**src/gpio_pkg.sv**
```systemverilog
// Purpose: shared constants for the four parallel ports
// Assumes: register index times four is the wishbone byte address
// Notes:   data registers are eight bits wide except port b's three, upper bus bits read zero
package gpio_pkg;

	// register indices, byte address is index * 4
	localparam logic [5:0] IDX_PORT_A     = 6'h01;
	localparam logic [5:0] IDX_PORT_B     = 6'h02;
	localparam logic [5:0] IDX_PORT_C     = 6'h03;
	localparam logic [5:0] IDX_PORT_D     = 6'h04;
	localparam logic [5:0] IDX_PORT_B_PIN = 6'h0a;
	localparam logic [5:0] IDX_PORT_A_DIR = 6'h0d;
	localparam logic [5:0] IDX_PORT_C_DIR = 6'h0e;
	localparam logic [5:0] IDX_PORT_D_DIR = 6'h0f;
	localparam logic [5:0] IDX_CONV_CTL   = 6'h1c;
	localparam logic [5:0] IDX_CLK_MODE   = 6'h30;

	// field positions
	localparam int unsigned ADIS_BIT      = 4;
	localparam int unsigned CHAN_LSB      = 0;
	localparam int unsigned CHAN_W        = 3;
	localparam int unsigned DUAL_CLK_BIT  = 0;

	// reset values
	localparam logic [7:0] RST_A_LATCH    = 8'h00;
	localparam logic [7:0] RST_A_DIR      = 8'h00;
	localparam logic [2:0] RST_B_LATCH    = 3'h7;
	localparam logic [7:0] RST_C_LATCH    = 8'h00;
	localparam logic [7:0] RST_C_DIR      = 8'h00;
	localparam logic [7:0] RST_D_LATCH    = 8'h00;
	localparam logic [7:0] RST_D_DIR      = 8'h00;
	localparam logic       RST_ADIS       = 1'b1;
	localparam logic [2:0] RST_CHAN       = 3'h0;
	localparam logic       RST_DUAL_CLK   = 1'b0;

	// one-hot mask for the selected analog channel
	function automatic logic [7:0] chan_mask(input logic [2:0] ch);
		chan_mask = 8'h01 << ch;
	endfunction

endpackage

```
**src/port_if.sv**
```systemverilog
`timescale 1ns/100ps
// Purpose: carries one port's write strobes, state and read value
// Assumes: single clock domain
// Notes:   ctrl side is the bus decoder, bank side holds the registers
interface port_if #(parameter int W = 8);
	logic [W-1:0] wr_dat;   // write data
	logic         wr_latch; // latch write strobe
	logic         wr_dir;   // direction write strobe
	logic [W-1:0] pins;     // synchronised pin levels
	logic [W-1:0] dir;      // direction, 1 = output
	logic [W-1:0] latch;    // output latch
	logic [W-1:0] rd_val;   // per-bit read value

	modport ctrl (output wr_dat, wr_latch, wr_dir, pins,
		input dir, latch, rd_val);
	modport bank (input wr_dat, wr_latch, wr_dir, pins,
		output dir, latch, rd_val);
endinterface

```
**src/gpio_ports.sv**
```systemverilog
`timescale 1ns/100ps
// Purpose: four parallel ports behind a classic wishbone slave
// Assumes: 100 MHz clk_sys, synchronous active-high reset
// Notes:   ack one cycle after request; pins sampled on that edge
//
// What this block does
// port a bit is input when its direction bit is 0, output when 1
// reset clears port a direction and latches, all pins input
// latch writes land whatever the direction setting
// software sets latch to 1 before making a port a pin output
// software keeps direction 0 for port a inputs
// port b has three bits, latches set to 1 on reset
// software keeps port b latch at 1 for inputs and alternates
// dual-clock mode gives port b bits 1 and 2 to the crystal
// falling edge on port b bit 0 sets its interrupt request
// port b latch and pin levels read at separate addresses
// port b read bits 7 to 3 carry no defined value
// reset clears port c direction and sets analog disable
// selected analog pin is analog while analog disable is 0
// converter on: selected pin reads 0, others read normally
// software keeps digital port c inputs off the analog channel
// software keeps port c outputs off the analog channel
// software avoids port c writes during conversion
// read returns pin for input bits and latch for output bits
// read-modify-write writes pin levels into input-bit latches
// port d: direction 0 input, 1 output; reset clears both
// pins sampled at read, outputs change on the write edge; the pin enables change one cycle after it
// an output pin drives its latch until latch or direction change
module gpio_ports
	import gpio_pkg::*;
(
	input  wire logic        clk_sys,        // system clock
	input  wire logic        rst,            // sync reset, active high
	input  wire logic        wb_cyc_i,       // bus cycle
	input  wire logic        wb_stb_i,       // strobe
	input  wire logic        wb_we_i,        // write enable
	input  wire logic [7:0]  wb_adr_i,       // byte address
	input  wire logic [3:0]  wb_sel_i,       // byte selects
	input  wire logic [31:0] wb_dat_i,       // write data
	output logic      [31:0] wb_dat_o,       // read data
	output logic             wb_ack_o,       // acknowledge
	input  wire logic [7:0]  port_a_in,      // port a pin levels
	output logic      [7:0]  port_a_out,     // port a drive value
	output logic      [7:0]  port_a_oe_n,    // port a enable, low drives
	input  wire logic [2:0]  port_b_in,      // port b pin levels
	output logic      [2:0]  port_b_out,     // port b drive value
	output logic      [2:0]  port_b_oe_n,    // port b enable, low drives
	input  wire logic [7:0]  port_c_in,      // port c pin levels
	output logic      [7:0]  port_c_out,     // port c drive value
	output logic      [7:0]  port_c_oe_n,    // port c enable, low drives
	input  wire logic [7:0]  port_d_in,      // port d pin levels
	output logic      [7:0]  port_d_out,     // port d drive value
	output logic      [7:0]  port_d_oe_n,    // port d enable, low drives
	output logic             ext_int0_req,   // port b bit 0 fall pulse
	output logic             crystal_en,     // crystal owns b bits 1,2
	output logic             analog_enable,  // converter input active
	output logic      [2:0]  analog_chan     // selected analog pin
);
	port_if #(.W(8)) pa ();
	port_if #(.W(8)) pc ();
	port_if #(.W(8)) pd ();

	logic [26:0] pins_sync;
	logic [2:0]  b_pins;
	logic [2:0]  b_latch_ff;
	logic        aind_ff;
	logic        conv_on_ff;
	logic [2:0]  chsel_ff;
	logic        dual_ff;
	logic        b0_prev_ff;
	logic        int0_ff;
	logic        ack_ff;
	logic [31:0] dat_ff;
	logic [7:0]  a_oe_n_ff;
	logic [2:0]  b_oe_n_ff;
	logic [7:0]  c_oe_n_ff;
	logic [7:0]  d_oe_n_ff;
	logic [5:0]  idx;
	logic        req;
	logic        wr_go;
	logic [7:0]  wdat;
	logic [7:0]  amask;
	logic [7:0]  c_read;
	logic [2:0]  xtal_mask;
	logic [7:0]  rd_byte;

	// all pins through one synchroniser
	input_sync #(.W(27)) u_sync
	(
		.clk_sys (clk_sys),
		.rst     (rst),
		.d       ({port_d_in, port_c_in, port_b_in, port_a_in}),
		.q       (pins_sync)
	);

	assign pa.pins = pins_sync[7:0];
	assign b_pins  = pins_sync[10:8];
	assign pc.pins = pins_sync[18:11];
	assign pd.pins = pins_sync[26:19];

	// direction-controlled ports
	port_bank #(.W(8), .RST_LATCH(RST_A_LATCH), .RST_DIR(RST_A_DIR)) u_a
	(
		.clk_sys (clk_sys),
		.rst     (rst),
		.pb      (pa)
	);
	port_bank #(.W(8), .RST_LATCH(RST_C_LATCH), .RST_DIR(RST_C_DIR)) u_c
	(
		.clk_sys (clk_sys),
		.rst     (rst),
		.pb      (pc)
	);
	port_bank #(.W(8), .RST_LATCH(RST_D_LATCH), .RST_DIR(RST_D_DIR)) u_d
	(
		.clk_sys (clk_sys),
		.rst     (rst),
		.pb      (pd)
	);

	// bus decode
	assign idx   = wb_adr_i[7:2];
	assign req   = wb_cyc_i & wb_stb_i & ~ack_ff;
	assign wr_go = req & wb_we_i & wb_sel_i[0];
	assign wdat  = wb_dat_i[7:0];

	// write strobes, whole byte replaces the latch
	assign pa.wr_dat   = wdat;
	assign pc.wr_dat   = wdat;
	assign pd.wr_dat   = wdat;
	assign pa.wr_latch = wr_go & (idx == IDX_PORT_A);
	assign pa.wr_dir   = wr_go & (idx == IDX_PORT_A_DIR);
	assign pc.wr_latch = wr_go & (idx == IDX_PORT_C);
	assign pc.wr_dir   = wr_go & (idx == IDX_PORT_C_DIR);
	assign pd.wr_latch = wr_go & (idx == IDX_PORT_D);
	assign pd.wr_dir   = wr_go & (idx == IDX_PORT_D_DIR);

	// analog channel and crystal masks
	assign amask     = aind_ff ? 8'h00 : chan_mask(chsel_ff);
	assign xtal_mask = dual_ff ? 3'h6 : 3'h0;
	assign c_read    = pc.rd_val & ~amask;

	// read selection, unmapped reads zero
	always_comb
	begin
		case (idx)
			IDX_PORT_A:     rd_byte = pa.rd_val;
			IDX_PORT_B:     rd_byte = {5'h00, b_latch_ff};
			IDX_PORT_C:     rd_byte = c_read;
			IDX_PORT_D:     rd_byte = pd.rd_val;
			IDX_PORT_B_PIN: rd_byte = {5'h00, b_pins};
			IDX_PORT_A_DIR: rd_byte = pa.dir;
			IDX_PORT_C_DIR: rd_byte = pc.dir;
			IDX_PORT_D_DIR: rd_byte = pd.dir;
			IDX_CONV_CTL:   rd_byte = {3'h0, aind_ff, 1'b0, chsel_ff};
			IDX_CLK_MODE:   rd_byte = {7'h00, dual_ff};
			default:        rd_byte = 8'h00;
		endcase
	end

	// bus answer, pins sampled on the answering edge
	always_ff @(posedge clk_sys)
	begin
		if (rst)
		begin
			ack_ff <= 1'b0;
			dat_ff <= 32'h0000_0000;
		end
		else
		begin
			ack_ff <= req;
			if (req && !wb_we_i)
				dat_ff <= {24'h00_0000, rd_byte};
		end
	end

	// port b latch, converter and clock-mode controls
	always_ff @(posedge clk_sys)
	begin
		if (rst)
		begin
			b_latch_ff <= RST_B_LATCH;
			aind_ff    <= RST_ADIS;
			conv_on_ff <= ~RST_ADIS;
			chsel_ff   <= RST_CHAN;
			dual_ff    <= RST_DUAL_CLK;
		end
		else
		begin
			if (wr_go && idx == IDX_PORT_B)
				b_latch_ff <= wdat[2:0];
			if (wr_go && idx == IDX_CONV_CTL)
			begin
				aind_ff    <= wdat[ADIS_BIT];
				conv_on_ff <= ~wdat[ADIS_BIT];
				chsel_ff   <= wdat[CHAN_LSB +: CHAN_W];
			end
			if (wr_go && idx == IDX_CLK_MODE)
				dual_ff <= wdat[DUAL_CLK_BIT];
		end
	end

	// pin enables, low drives the latch value
	always_ff @(posedge clk_sys)
	begin
		if (rst)
		begin
			a_oe_n_ff <= 8'hff;
			b_oe_n_ff <= 3'h7;
			c_oe_n_ff <= 8'hff;
			d_oe_n_ff <= 8'hff;
		end
		else
		begin
			a_oe_n_ff <= ~pa.dir;
			b_oe_n_ff <= b_latch_ff | xtal_mask;
			c_oe_n_ff <= ~(pc.dir & ~amask);
			d_oe_n_ff <= ~pd.dir;
		end
	end

	// falling edge on port b bit 0, any direction
	always_ff @(posedge clk_sys)
	begin
		if (rst)
		begin
			b0_prev_ff <= 1'b0;
			int0_ff    <= 1'b0;
		end
		else
		begin
			b0_prev_ff <= b_pins[0];
			int0_ff    <= b0_prev_ff & ~b_pins[0];
		end
	end

	// outputs straight from flops
	assign wb_ack_o      = ack_ff;
	assign wb_dat_o      = dat_ff;
	assign port_a_out    = pa.latch;
	assign port_a_oe_n   = a_oe_n_ff;
	assign port_b_out    = b_latch_ff;
	assign port_b_oe_n   = b_oe_n_ff;
	assign port_c_out    = pc.latch;
	assign port_c_oe_n   = c_oe_n_ff;
	assign port_d_out    = pd.latch;
	assign port_d_oe_n   = d_oe_n_ff;
	assign ext_int0_req  = int0_ff;
	assign crystal_en    = dual_ff;
	assign analog_enable = conv_on_ff;
	assign analog_chan   = chsel_ff;
endmodule

```
**src/input_sync.sv**
```systemverilog
`timescale 1ns/100ps
// Purpose: three-stage pin synchroniser with agreement filter
// Assumes: pins are asynchronous to clk_sys
// Notes:   a change is taken once stages two and three agree
module input_sync #(parameter int W = 8)
(
	input  wire logic         clk_sys, // system clock
	input  wire logic         rst,     // sync reset, active high
	input  wire logic [W-1:0] d,       // raw pin levels
	output logic      [W-1:0] q        // filtered levels
);
	logic [W-1:0] s1_ff;
	logic [W-1:0] s2_ff;
	logic [W-1:0] s3_ff;
	logic [W-1:0] q_ff;
	logic [W-1:0] agree;

	// bits whose last two stages match
	assign agree = ~(s2_ff ^ s3_ff);

	// shift chain and filtered output
	always_ff @(posedge clk_sys)
	begin
		if (rst)
		begin
			s1_ff <= '0;
			s2_ff <= '0;
			s3_ff <= '0;
			q_ff  <= '0;
		end
		else
		begin
			s1_ff <= d;
			s2_ff <= s1_ff;
			s3_ff <= s2_ff;
			q_ff  <= (agree & s3_ff) | (~agree & q_ff);
		end
	end

	assign q = q_ff;
endmodule

```
**src/port_bank.sv**
```systemverilog
`timescale 1ns/100ps
// Purpose: direction and latch registers of one port, read mux
// Assumes: strobes are single-cycle from the bus decoder
// Notes:   latch loads regardless of direction
module port_bank #(
	parameter int           W         = 8,
	parameter logic [W-1:0] RST_LATCH = '0,
	parameter logic [W-1:0] RST_DIR   = '0
)
(
	input  wire logic clk_sys, // system clock
	input  wire logic rst,     // sync reset, active high
	port_if.bank      pb       // port control group
);
	logic [W-1:0] latch_ff;
	logic [W-1:0] dir_ff;

	// latch and direction storage
	always_ff @(posedge clk_sys)
	begin
		if (rst)
		begin
			latch_ff <= RST_LATCH;
			dir_ff   <= RST_DIR;
		end
		else
		begin
			if (pb.wr_latch)
				latch_ff <= pb.wr_dat;
			if (pb.wr_dir)
				dir_ff <= pb.wr_dat;
		end
	end

	// inputs read pins, outputs read latch
	assign pb.rd_val = (dir_ff & latch_ff) | (~dir_ff & pb.pins);
	assign pb.latch  = latch_ff;
	assign pb.dir    = dir_ff;
endmodule

```
**config.mk**
```make
export PLATFORM = sky130hd
export DESIGN_NAME = gpio_ports
export DESIGN_NICKNAME = d
export VERILOG_FILES = /design/src/gpio_pkg.sv /design/src/port_if.sv /design/src/gpio_ports.sv /design/src/input_sync.sv /design/src/port_bank.sv
export SDC_FILE = /design/constraint.sdc
export NUM_CORES = 1
export LEC_CHECK = 0
export BUFFER_PORTS_ARGS = -buffer_cell sky130_fd_sc_hd__buf_2
export CAP_MARGIN = 20
export CORE_ASPECT_RATIO = 1.25
export CORE_UTILIZATION = 35
export CTS_BUF_LIST = sky130_fd_sc_hd__clkbuf_8
export DETAILED_ROUTE_END_ITERATION = 16
export MAX_ROUTING_LAYER = met4
export PLACE_DENSITY = 0.61
export RECOVER_POWER = 50
export SLEW_MARGIN = 0
export SYNTH_ARGS = -nofsm -noshare
export SYNTH_HDL_FRONTEND = slang
export SYNTH_SLANG_ARGS = --single-unit
```
**constraint.sdc**
```tcl
create_clock -name clk_sys -period 4 [get_ports clk_sys]
set_clock_uncertainty 0.2 [all_clocks]
set_input_delay 0 -clock clk_sys [delete_from_list [all_inputs] [get_ports clk_sys]]
set_output_delay 0 -clock clk_sys [all_outputs]
set_load 0.03 [all_outputs]
```
==> results of run 1 <==
==> worst reg2reg max path, cell delays in order, from the launching register on <==
cell	delay [ps]
sky130_fd_sc_hd__dfxtp_1	310
sky130_fd_sc_hd__nand3b_4	150
sky130_fd_sc_hd__or2_1	440
sky130_fd_sc_hd__buf_4	320
sky130_fd_sc_hd__nor4_4	230
sky130_fd_sc_hd__dlygate4sd3_1	930
sky130_fd_sc_hd__mux2i_1	260
sky130_fd_sc_hd__nor2_1	60
==> area by class of cell <==
cell class	count	area, um^2	share of cell area (%)
Clock inverter	17	83.8	0.886
Timing Repair Buffer	198	1290	13.6
Clock buffer	41	564	5.96
Antenna cell	1	2.50	0.0264
Inverter	5	18.8	0.198
Sequential cell	203	4060	42.9
Multi-Input combinational cell	517	3100	32.8
Tap cell	274	343	3.62
==> power by group <==
part	internal (mW)	leakage [nW]	total (mW)	switching, mW
logic	0.0983	1.43	0.229	0.131
clock network	0.933	0.371	1.74	0.804
registers	2.06	1.65	2.07	0.0134
==> synthesized netlist by cell type (4+ instances only) <==
cell type,number
sky130_fd_sc_hd__a21oi_1,51
sky130_fd_sc_hd__a31oi_1,5
sky130_fd_sc_hd__a32oi_1,4
sky130_fd_sc_hd__and2_1,4
sky130_fd_sc_hd__buf_2,4
sky130_fd_sc_hd__buf_4,25
sky130_fd_sc_hd__clkbuf_1,35
sky130_fd_sc_hd__dfxtp_1,203
sky130_fd_sc_hd__inv_1,5
sky130_fd_sc_hd__mux2_2,5
sky130_fd_sc_hd__mux2i_1,34
sky130_fd_sc_hd__nand2_1,69
sky130_fd_sc_hd__nand2b_1,18
sky130_fd_sc_hd__nand3_1,23
sky130_fd_sc_hd__nand3b_1,6
sky130_fd_sc_hd__nand4_1,14
sky130_fd_sc_hd__nand4b_1,11
sky130_fd_sc_hd__nor2_1,41
sky130_fd_sc_hd__nor2b_1,94
sky130_fd_sc_hd__o21ai_0,56
sky130_fd_sc_hd__or3_1,4
==> cells in the final DEF, fill, tap and decap left out, types with 23 or more instances in the layout <==
cell	netlist	routed
sky130_fd_sc_hd__a21oi_1	51	51
sky130_fd_sc_hd__buf_2	4	47
sky130_fd_sc_hd__clkbuf_1	35	69
sky130_fd_sc_hd__clkbuf_8	0	41
sky130_fd_sc_hd__conb_1	1	24
sky130_fd_sc_hd__dfxtp_1	203	203
sky130_fd_sc_hd__dlygate4sd3_1	0	72
sky130_fd_sc_hd__mux2i_1	34	34
sky130_fd_sc_hd__nand2_1	69	69
sky130_fd_sc_hd__nand3_1	23	23
sky130_fd_sc_hd__nor2_1	41	41
sky130_fd_sc_hd__nor2b_1	94	94
sky130_fd_sc_hd__o21ai_0	56	56
==> layer usage <==
| layer | part of all wire (%) | up-vias |
|---|---|---|
| met5 | 0 | - |
| met1 | 43 | 2776 |
| met2 | 47 | 195 |
| li1 | - | 2981 |
| met3 | 5.9 | 41 |
| met4 | 3.8 | 0 |
==> cell families after synthesis <==
kind of cell,Yosys count
xor gates and xnor gates,1
DFF,203
and+or+nand+nor,316
muxes,39
other,1
AOI/OAI and AO/OA,137
buffers and inverters,75
==> worst min path at each step <==
stage,from,depth (start not counted),slack (ps),end
finish,port_b_in[0],3,40,u_sync.s1_ff[8]
global route,port_b_in[0],3,40,u_sync.s1_ff[8]
CTS,port_b_in[0],3,0.1,u_sync.s1_ff[8]
detailed placement,port_a_in[7],2,10,u_sync.s1_ff[7]
global placement,port_b_in[0],2,10,u_sync.s1_ff[8]
floorplan,port_a_in[0],1,-70,u_sync.s1_ff[0]
==> through the flow <==
stage                     cell area, um^2  worst slack [ps]
after floorplan                      7560              1680
after global placement               8180              1450
after detailed placement             8180              1430
after CTS                            9550               964
after global routing                 9470               582
final                                9470               942
==> impl_metrics.py, run 1 <==
metrics = {
    "run_status": {
        "run_status": "finished with violations",
        "violations": "max-capacitance violations, max-slew violations",
    },
    "clock_network": {
        "cts-buffers-inserted": 34,
        "count_of_instances_resized_after_the_clock_tree_is_built": 0,
        "cts_max_path_buffers": 3,
        "post_cts_setup_buffers": 0,
        "cts_hold_repair.buffers": 72,
        "cts_sinks": 203,
        "tritoncts": "done",
        "htree_num_levels": 2,
        "clk_transition_reported_paths_ps": 60,
        "cts_root_buf": "sky130_fd_sc_hd__clkbuf_8",
        "worst_skew_pair.late_latency_ps": 510,
    },
    "yosys": {
        "synth-simple-area-share_pct": 24.2,
        "yosys.cell_types.count": 60,
        "synth_top_family_by_area": "simple AND/OR/NAND/NOR gates",
        "synth_xor_area_share_pct": 0.117,
        "post_synth_instance_area_um2": 7480,
        "syn_area_per_cell_um2": 9.69,
        "synthDominantAreaCellType": "sky130_fd_sc_hd__dfxtp_1",
        "synth_warnings": 0,
        "synth_top_cells_by_area": "sky130_fd_sc_hd__dfxtp_1 (54%), sky130_fd_sc_hd__nor2b_1 (7.9%), sky130_fd_sc_hd__mux2i_1 (4.6%)",
        "synthArstFlopShare_pct": 0,
        "synth_top_flop_cell": "sky130_fd_sc_hd__dfxtp_1",
        "edff_count_synth": 0,
        "ys_ff_latch": 203,
        "synth-adder-area-share_pct": 0,
        "complex_gate_fraction_of_the_synthesized_area_pct": 10.7,
        "syn-instance-count": 772,
        "synth.yosys.seq_area_share_pct": 54.4,
        "synth.mux.area_fraction_pct": 5.30,
        "yosysTopAreaCellShare_pct": 54.4,
    },
    "die": {
        "vertical_extent_of_the_die_um": 165,
        "core-area_um2": 20900,
        "io-pin-count": 169,
        "rows": 59,
        "die_x_um": 133,
        "floorplan.initialDensity_pct": 35.8,
        "die_area_um2": 22000,
    },
    "global_route": {
        "grt_most_used_layer": "met2",
        "first_global_vias": 5767,
        "global_route_congestion_overflow_total": 0,
        "wire_length_of_the_first_global_routing_pass_mm": 31.0,
        "antenna_found_initial": 1,
        "grt_start_max_net_pins": 105,
        "global_route.usage.met3_pct": 3.75,
        "met2_track_demand_over_resource_pct": 31.2,
        "gr-usage-all-layers_pct": 18.9,
        "global_route.usage.met1_pct": 22.4,
    },
    "finish": {
        "finalNonFillerCells": 1256,
        "finalCoreUtilization_pct": 45.3,
        "drive_gt1_share_pct": 12.7,
        "filler_cell_count": 2067,
        "nNetsFinal": 1035,
        "area_growth_syn_to_layout_pct": 26.6,
    },
    "critical_path": {
        "critical_path.startpoint_type": "primary input",
        "path_max_fanout": 104,
        "timing.critical_path.required_ps": 4250,
        "path_depth": 4,
        "timing.rr.start": "wb_ack_o",
        "crit-reg2reg-capture": "u_a.pb.latch[5]",
        "crit_path_cell_trace": "dlygate4sd3_1, clkbuf_1, buf_4, or2_2",
        "worst_r2r_path_depth": 7,
        "worstSetupEndpoint": "port_b_oe_n[0]",
        "worst_setup_path_end_kind": "register",
        "path_delay_family": "buffers and inverters",
        "critical_path_arrival_ps": 3310,
        "timing_worst_setup_path_type": "in -> reg",
        "critical_path_buf_inv_count": 3,
        "critPathLaunch": "rst",
        "critical-path-max-stage-delay_ps": 1510,
        "timing.reg2reg.setup_slack_ps": 960,
        "critPathSlowestCell": "sky130_fd_sc_hd__clkbuf_1",
    },
    "sta": {
        "relSlewSlack_pct": -40.8,
        "final-setup-viol-count": 0,
        "fin_hold_ws_ps": 40.9,
        "fin_hold_viols": 0,
        "final_critical_path_time_including_i_o_delays_and_setup_ps": 3060,
        "final_max_slew_viol_count": 48,
        "timing_worst_slew_pin_value_ps": 2110,
        "fin_crit_sh_pct": 76.5,
        "timing.setup.tns_ps": 0,
        "f_max_mhz": 327,
        "unrepaired_setup_endpoints_after_global_routing": "false",
    },
    "drt": {
        "post_drt_wl_per_cell_um": 15.9,
        "drt-vias-per-instance": 4.77,
        "drt_first_iter_violations": 399,
        "detail_route.wirelength_mm": 19.9,
        "vias_post_dr": 5993,
        "first_pass_iters": 4,
        "drcViolationCount": 0,
        "antenna_violating_nets_post_route": 0,
    },
    "place": {
        "dp_hpwl_mm": 13.6,
        "post-place-cells": 1124,
        "io_buffer_count": 115,
        "globalplace.congestion": 0.880,
    },
    "power_and_ir_drop": {
        "power_mw": 4.04,
        "cellPowerDensity_nw_per_um2": 426,
        "cellLeakagePower_nw": 3.45,
        "vdd_drop_max_v": 0.000222,
    },
    "worst_hold_path": {
        "hold_path_class": "in -> reg",
    },
    "run": {
        "maxCapViolations": 1,
    },
}
(Power assumes the default switching activity.)
==> run 2: changes to the inputs <==
clock period = 3.01 ns   (was 4 ns; I/O delays follow)
==> impl_metrics.py, run 2 (synthesis gave the netlist of run 1 again) <==
metrics = {
    "die": {
        "rows": 59,
        "die_area_um2": 22000,
        "die_x_um": 133,
        "vertical_extent_of_the_die_um": 165,
        "io-pin-count": 169,
        "core-area_um2": 20900,
        "floorplan.initialDensity_pct": 35.8,
    },
    "clock_network": {
        "cts_root_buf": "sky130_fd_sc_hd__clkbuf_8",
        "clk_transition_reported_paths_ps": 70,
        "htree_num_levels": 1,
        "cts_sinks": 203,
        "cts_max_path_buffers": 3,
        "cts-buffers-inserted": 31,
        "worst_skew_pair.late_latency_ps": 560,
        "post_cts_setup_buffers": 0,
        "tritoncts": "done",
    },
    "drt": {
        "first_pass_iters": 7,
        "drt-vias-per-instance": 4.84,
        "drcViolationCount": 0,
        "dr_wl_met2_mm": 9.46,
        "topRoutingLayerUsed": "met4",
        "met3_length_mm": 1.06,
        "vias_post_dr": 6138,
        "post_drt_wl_per_cell_um": 15.8,
        "detail_route.wirelength.met1_mm": 8.76,
        "detail_route.wirelength_mm": 20.1,
        "antenna_violating_nets_post_route": 0,
        "drt_first_iter_violations": 406,
    },
    "sta": {
        "final-setup-viol-count": 0,
        "final_max_slew_viol_count": 0,
        "unrepaired_setup_endpoints_after_global_routing": "false",
        "fin_hold_viols": 0,
        "fin_hold_ws_ps": 40.7,
        "relSlewSlack_pct": 17.3,
        "timing.setup.tns_ps": 0,
        "f_max_mhz": 385,
        "final_critical_path_time_including_i_o_delays_and_setup_ps": 2600,
        "timing_worst_slew_pin_value_ps": 1240,
        "fin_crit_sh_pct": 86.3,
    },
    "power_and_ir_drop": {
        "cellLeakagePower_nw": 3.56,
        "cellPowerDensity_nw_per_um2": 562,
        "vdd_drop_max_v": 0.000315,
    },
    "worst_hold_path": {
        "worst_hold_path.endpoint": "u_c.pb.latch[3]",
        "worst_hold_path.num_cells": 6,
        "hold_path_class": "in -> reg",
        "worstHoldStart": "wb_adr_i[6]",
    },
    "finish": {
        "nNetsFinal": 1047,
        "drive_gt1_share_pct": 14.4,
        "finalCoreUtilization_pct": 46.2,
        "area_growth_syn_to_layout_pct": 29.0,
        "diodes": 0,
        "mostFrequentLayoutCells": "sky130_fd_sc_hd__dfxtp_1 (203), sky130_fd_sc_hd__nor2b_1 (94), sky130_fd_sc_hd__dlygate4sd3_1 (84)",
        "post-route-cell-area_um2": 9650,
        "most_frequent_standard_cell_in_the_layout_excluding_fill_and_tap_cells": "sky130_fd_sc_hd__dfxtp_1",
        "finalNonFillerCells": 1269,
        "filler_cell_count": 2081,
    },
    "place": {
        "io_buffer_count": 115,
        "post-place-cells": 1128,
        "dp_hpwl_mm": 13.7,
        "dpl-instance-area_um2": 8220,
        "globalplace.congestion": 0.915,
    },
    "global_route": {
        "antenna_found_initial": 0,
        "wire_length_of_the_first_global_routing_pass_mm": 30.7,
        "first_global_vias": 5758,
        "grt_start_max_net_pins": 122,
        "gr-usage-all-layers_pct": 18.7,
        "global_route_congestion_overflow_total": 0,
    },
    "critical_path": {
        "path_max_fanout": 11,
        "timing_worst_setup_path_type": "reg -> reg",
        "critical_path_buf_inv_count": 2,
        "worst_r2r_path_depth": 7,
        "critical_path.startpoint_type": "register",
        "critPathSlowestCell": "sky130_fd_sc_hd__dlygate4sd3_1",
        "worst_setup_path_end_kind": "register",
        "crit_path_cell_trace": "nand3b_4, or2_1, nor4_4, dlygate4sd3_1, buf_4, mux2i_1, nor2_1",
        "critical_path_arrival_ps": 2800,
        "timing.reg2reg.setup_slack_ps": 410,
        "crit-reg2reg-capture": "u_a.pb.latch[5]",
        "critical-path-max-stage-delay_ps": 580,
        "timing.critical_path.required_ps": 3210,
        "path_delay_family": "simple AND/OR/NAND/NOR gates",
        "timing.rr.start": "wb_ack_o",
    },
    "run": {
        "maxCapViolations": 0,
    },
    "run_status": {
        "run_status": "completed",
    },
}
## run 2: cell types whose count changed in the layout (fill, tap and decap cells not counted)
cell                            previous run  this run
sky130_fd_sc_hd__clkbuf_2                  1         0
sky130_fd_sc_hd__buf_2                    47        61
sky130_fd_sc_hd__dlygate4sd3_1            72        84
sky130_fd_sc_hd__clkbuf_4                  0         1
sky130_fd_sc_hd__buf_4                     9        12
sky130_fd_sc_hd__clkbuf_8                 41        42
sky130_fd_sc_hd__clkinv_2                  2         3
sky130_fd_sc_hd__bufinv_16                 0         1
sky130_fd_sc_hd__inv_6                     2         0
sky130_fd_sc_hd__inv_1                    16        14
sky130_fd_sc_hd__clkbuf_1                 69        55
sky130_fd_sc_hd__diode_2                   1         0
## run 2: where the power goes
group / internal [mW] / switching (mW) / leakage, nW
Sequential: 2.73 / 0.0172 / 1.65
Combinational: 0.141 / 0.176 / 1.53
Clock: 1.32 / 1.03 / 0.376
## run 2: metrics by stage
step | worst slack (ps) | power, mW
floorplan | 692 | 2.99
global placement | 683 | 3.05
detailed placement | 720 | 3.05
CTS | 455 | 5.51
global route | 309 | 5.66
finish | 413 | 5.42
## run 2: routing by layer
metal / vias to the layer above / track usage [%]
met5: - / -
met3: 38 / 2.96
met2: 213 / 30.7
li1: 3008 / -
met4: 0 / 9.77
met1: 2879 / 22.1
## run 2: repair_timing
action                    in CTS  in global routing
hold endpoints to repair     139                  0
hold buffers                  84                  0
resized for setup              0                  0
## run 2: worst max-delay path by stage
| stage | start | endpoint | slack (ps) | depth (start not counted) |
|---|---|---|---|---|
| after global routing | wb_ack_o | u_a.pb.latch[3] | 310 | 7 |
| after CTS | wb_ack_o | u_a.pb.latch[3] | 460 | 7 |
| after global placement | analog_chan[2] | wb_dat_o[1] | 680 | 5 |
| final | wb_ack_o | u_a.pb.latch[5] | 410 | 7 |
| after detailed placement | analog_chan[2] | wb_dat_o[1] | 720 | 5 |
| after floorplan | analog_chan[2] | wb_dat_o[4] | 690 | 5 |
## run 2: cell type report
class / count / area (um^2) / area share (%)
timing repair buffer: 213 / 1450 / 15.0
sequential: 203 / 4060 / 42.1
inverter: 5 / 18.8 / 0.195
multi-input combinational: 517 / 3100 / 32.1
clock inverter: 15 / 93.8 / 0.973
tap: 274 / 343 / 3.55
clock buffer: 42 / 578 / 5.99
## run 2: worst min-delay path, stage by stage
cell and delay [ps]:
sky130_fd_sc_hd__buf_2 150, sky130_fd_sc_hd__nor4_2 100, sky130_fd_sc_hd__nand2_1 180, sky130_fd_sc_hd__nor2_4 120, sky130_fd_sc_hd__mux2i_1 130, sky130_fd_sc_hd__nor2_1 70
==> run 3: changes to the inputs <==
CELL_PAD_IN_SITES_DETAIL_PLACEMENT = 0   (was unset)
CELL_PAD_IN_SITES_GLOBAL_PLACEMENT = 1   (was unset)
PLACE_DENSITY = 0.75   (was 0.61)
==> impl_metrics.py, run 3 (synthesis gave the netlist of run 1 again) <==
metrics = {
    "run_status": {
        "run_status": "completed",
    },
    "global_route": {
        "first_global_vias": 5767,
        "grt_start_max_net_pins": 72,
        "global_route_congestion_overflow_total": 0,
        "gr-usage-all-layers_pct": 19.4,
        "wire_length_of_the_first_global_routing_pass_mm": 32.0,
        "antenna_found_initial": 1,
    },
    "die": {
        "die_x_um": 133,
        "die_area_um2": 22000,
        "io-pin-count": 169,
        "core-area_um2": 20900,
        "rows": 59,
        "floorplan.initialDensity_pct": 35.8,
        "vertical_extent_of_the_die_um": 165,
    },
    "drt": {
        "drt-vias-per-instance": 4.79,
        "drcViolationCount": 0,
        "antenna_violating_nets_post_route": 0,
        "vias_post_dr": 6157,
        "post_drt_wl_per_cell_um": 16.1,
        "detail_route.wirelength_mm": 20.7,
        "drt_first_iter_violations": 430,
        "first_pass_iters": 6,
    },
    "worst_hold_path": {
        "worst_hold_path.endpoint": "u_d.pb.dir[7]",
        "hold_path_class": "in -> reg",
        "worst_hold_path.num_cells": 4,
        "worstHoldStart": "wb_dat_i[7]",
    },
    "sta": {
        "fin_hold_ws_ps": 125,
        "unrepaired_setup_endpoints_after_global_routing": "false",
        "f_max_mhz": 427,
        "final_critical_path_time_including_i_o_delays_and_setup_ps": 2340,
        "final_max_slew_viol_count": 0,
        "fin_crit_sh_pct": 77.8,
        "timing_worst_slew_pin_value_ps": 1270,
        "relSlewSlack_pct": 15.2,
        "fin_hold_viols": 0,
        "final-setup-viol-count": 0,
        "timing.setup.tns_ps": 0,
    },
    "critical_path": {
        "timing.reg2reg.setup_slack_ps": 670,
        "crit-reg2reg-capture": "wb_dat_o[2]",
        "critical_path.startpoint_type": "register",
        "critical_path_arrival_ps": 2570,
        "worst_r2r_path_depth": 5,
        "timing.critical_path.required_ps": 3240,
        "timing.rr.start": "wb_ack_o",
        "worst_setup_path_end_kind": "register",
        "path_max_fanout": 10,
        "timing_worst_setup_path_type": "reg -> reg",
    },
    "finish": {
        "finalCoreUtilization_pct": 47.3,
        "nNetsFinal": 1062,
        "filler_cell_count": 1997,
        "area_growth_syn_to_layout_pct": 32.2,
        "drive_gt1_share_pct": 14.9,
        "finalNonFillerCells": 1286,
        "mostFrequentLayoutCells": "sky130_fd_sc_hd__dfxtp_1 (203), sky130_fd_sc_hd__dlygate4sd3_1 (100), sky130_fd_sc_hd__nor2b_1 (94)",
        "most_frequent_standard_cell_in_the_layout_excluding_fill_and_tap_cells": "sky130_fd_sc_hd__dfxtp_1",
    },
    "clock_network": {
        "cts_max_path_buffers": 3,
        "cts_sinks": 203,
        "cts-buffers-inserted": 31,
        "cts_root_buf": "sky130_fd_sc_hd__clkbuf_8",
        "htree_num_levels": 1,
        "worst_skew_pair.late_latency_ps": 570,
        "clk_transition_reported_paths_ps": 60,
        "tritoncts": "done",
        "post_cts_setup_buffers": 0,
    },
    "place": {
        "io_buffer_count": 115,
        "dp_hpwl_mm": 13.7,
        "globalplace.congestion": 0.865,
        "post-place-cells": 1127,
    },
    "power_and_ir_drop": {
        "vdd_drop_max_v": 0.000349,
        "cellPowerDensity_nw_per_um2": 566,
        "cellLeakagePower_nw": 3.70,
    },
    "run": {
        "maxCapViolations": 0,
    },
}
-- run 3: cell count changes in the layout (fill, tap and decap cells not counted) --
| cell | change |
|---|---|
| sky130_fd_sc_hd__nor4_2 | -1 |
| sky130_fd_sc_hd__clkinvlp_4 | -1 |
| sky130_fd_sc_hd__nor4_4 | +1 |
| sky130_fd_sc_hd__clkbuf_8 | +5 |
| sky130_fd_sc_hd__clkbuf_1 | -6 |
| sky130_fd_sc_hd__inv_1 | -2 |
| sky130_fd_sc_hd__buf_12 | +1 |
| sky130_fd_sc_hd__diode_2 | +1 |
| sky130_fd_sc_hd__clkinv_2 | -1 |
| sky130_fd_sc_hd__buf_2 | +5 |
| sky130_fd_sc_hd__clkbuf_4 | -1 |
| sky130_fd_sc_hd__dlygate4sd3_1 | +16 |
-- run 3: final cells by class --
type / count / area (um^2) / area share, %
inverter: 5 / 18.8 / 0.190
timing repair buffer: 228 / 1630 / 16.4
multi-input combinational: 517 / 3110 / 31.5
clock buffer: 47 / 647 / 6.54
clock inverter: 11 / 73.8 / 0.747
antenna: 1 / 2.50 / 0.0253
tap: 274 / 343 / 3.47
sequential: 203 / 4060 / 41.1
-- run 3: repair_timing --
| action | CTS | global route |
|---|---|---|
| gates resized for setup | 0 | 0 |
| hold buffers | 100 | 0 |
| hold endpoints to repair | 170 | 0 |
-- run 3: power breakdown --
| part | switching (mW) | leakage (nW) | internal, mW |
|---|---|---|---|
| clock | 1.06 | 0.397 | 1.45 |
| sequential | 0.0174 | 1.65 | 2.73 |
| combinational | 0.181 | 1.66 | 0.157 |
| total | 1.26 | 3.70 | 4.34 |
-- run 3: routing by layer --
layer | part of all wire [%] | GRT usage (%) | routed length (um) | up-vias
li1 | - | - | - | 3028
met1 | 43 | 22.5 | 8870 | 2879
met2 | 48 | 32.9 | 9920 | 211
met3 | 5.3 | 3.33 | 1100 | 39
met4 | 3.8 | 8.57 | 779 | 0
met5 | 0 | - | 0 | -
-- run 3: worst max path at each step --
stage	start	end	slack [ps]	depth (start not counted)
CTS	wb_ack_o	wb_dat_o[2]	680	5
finish	wb_ack_o	wb_dat_o[2]	670	5
detailed placement	wb_ack_o	u_d.pb.dir[4]	700	6
global route	wb_adr_i[2]	u_a.pb.dir[0]	570	7
floorplan	analog_chan[2]	wb_dat_o[4]	690	5
global placement	wb_ack_o	u_a.pb.dir[2]	740	6
-- run 3: per-stage QoR --
stage / total power [mW] / instance area [um^2] / setup slack [ps]
finish: 5.60 / 9880 / 668
global route: 5.82 / 9880 / 574
CTS: 5.67 / 9950 / 681
detailed placement: 3.05 / 8220 / 698
global placement: 3.04 / 8220 / 737
floorplan: 2.99 / 7560 / 692
-- run 3: critical path, stage by stage, from the launching register on --
cell and delay [ps]:
sky130_fd_sc_hd__dfxtp_1 310, sky130_fd_sc_hd__nand3b_4 150, sky130_fd_sc_hd__dlygate4sd3_1 600, sky130_fd_sc_hd__o21ba_2 320, sky130_fd_sc_hd__a2111oi_0 470, sky130_fd_sc_hd__a32oi_1 160
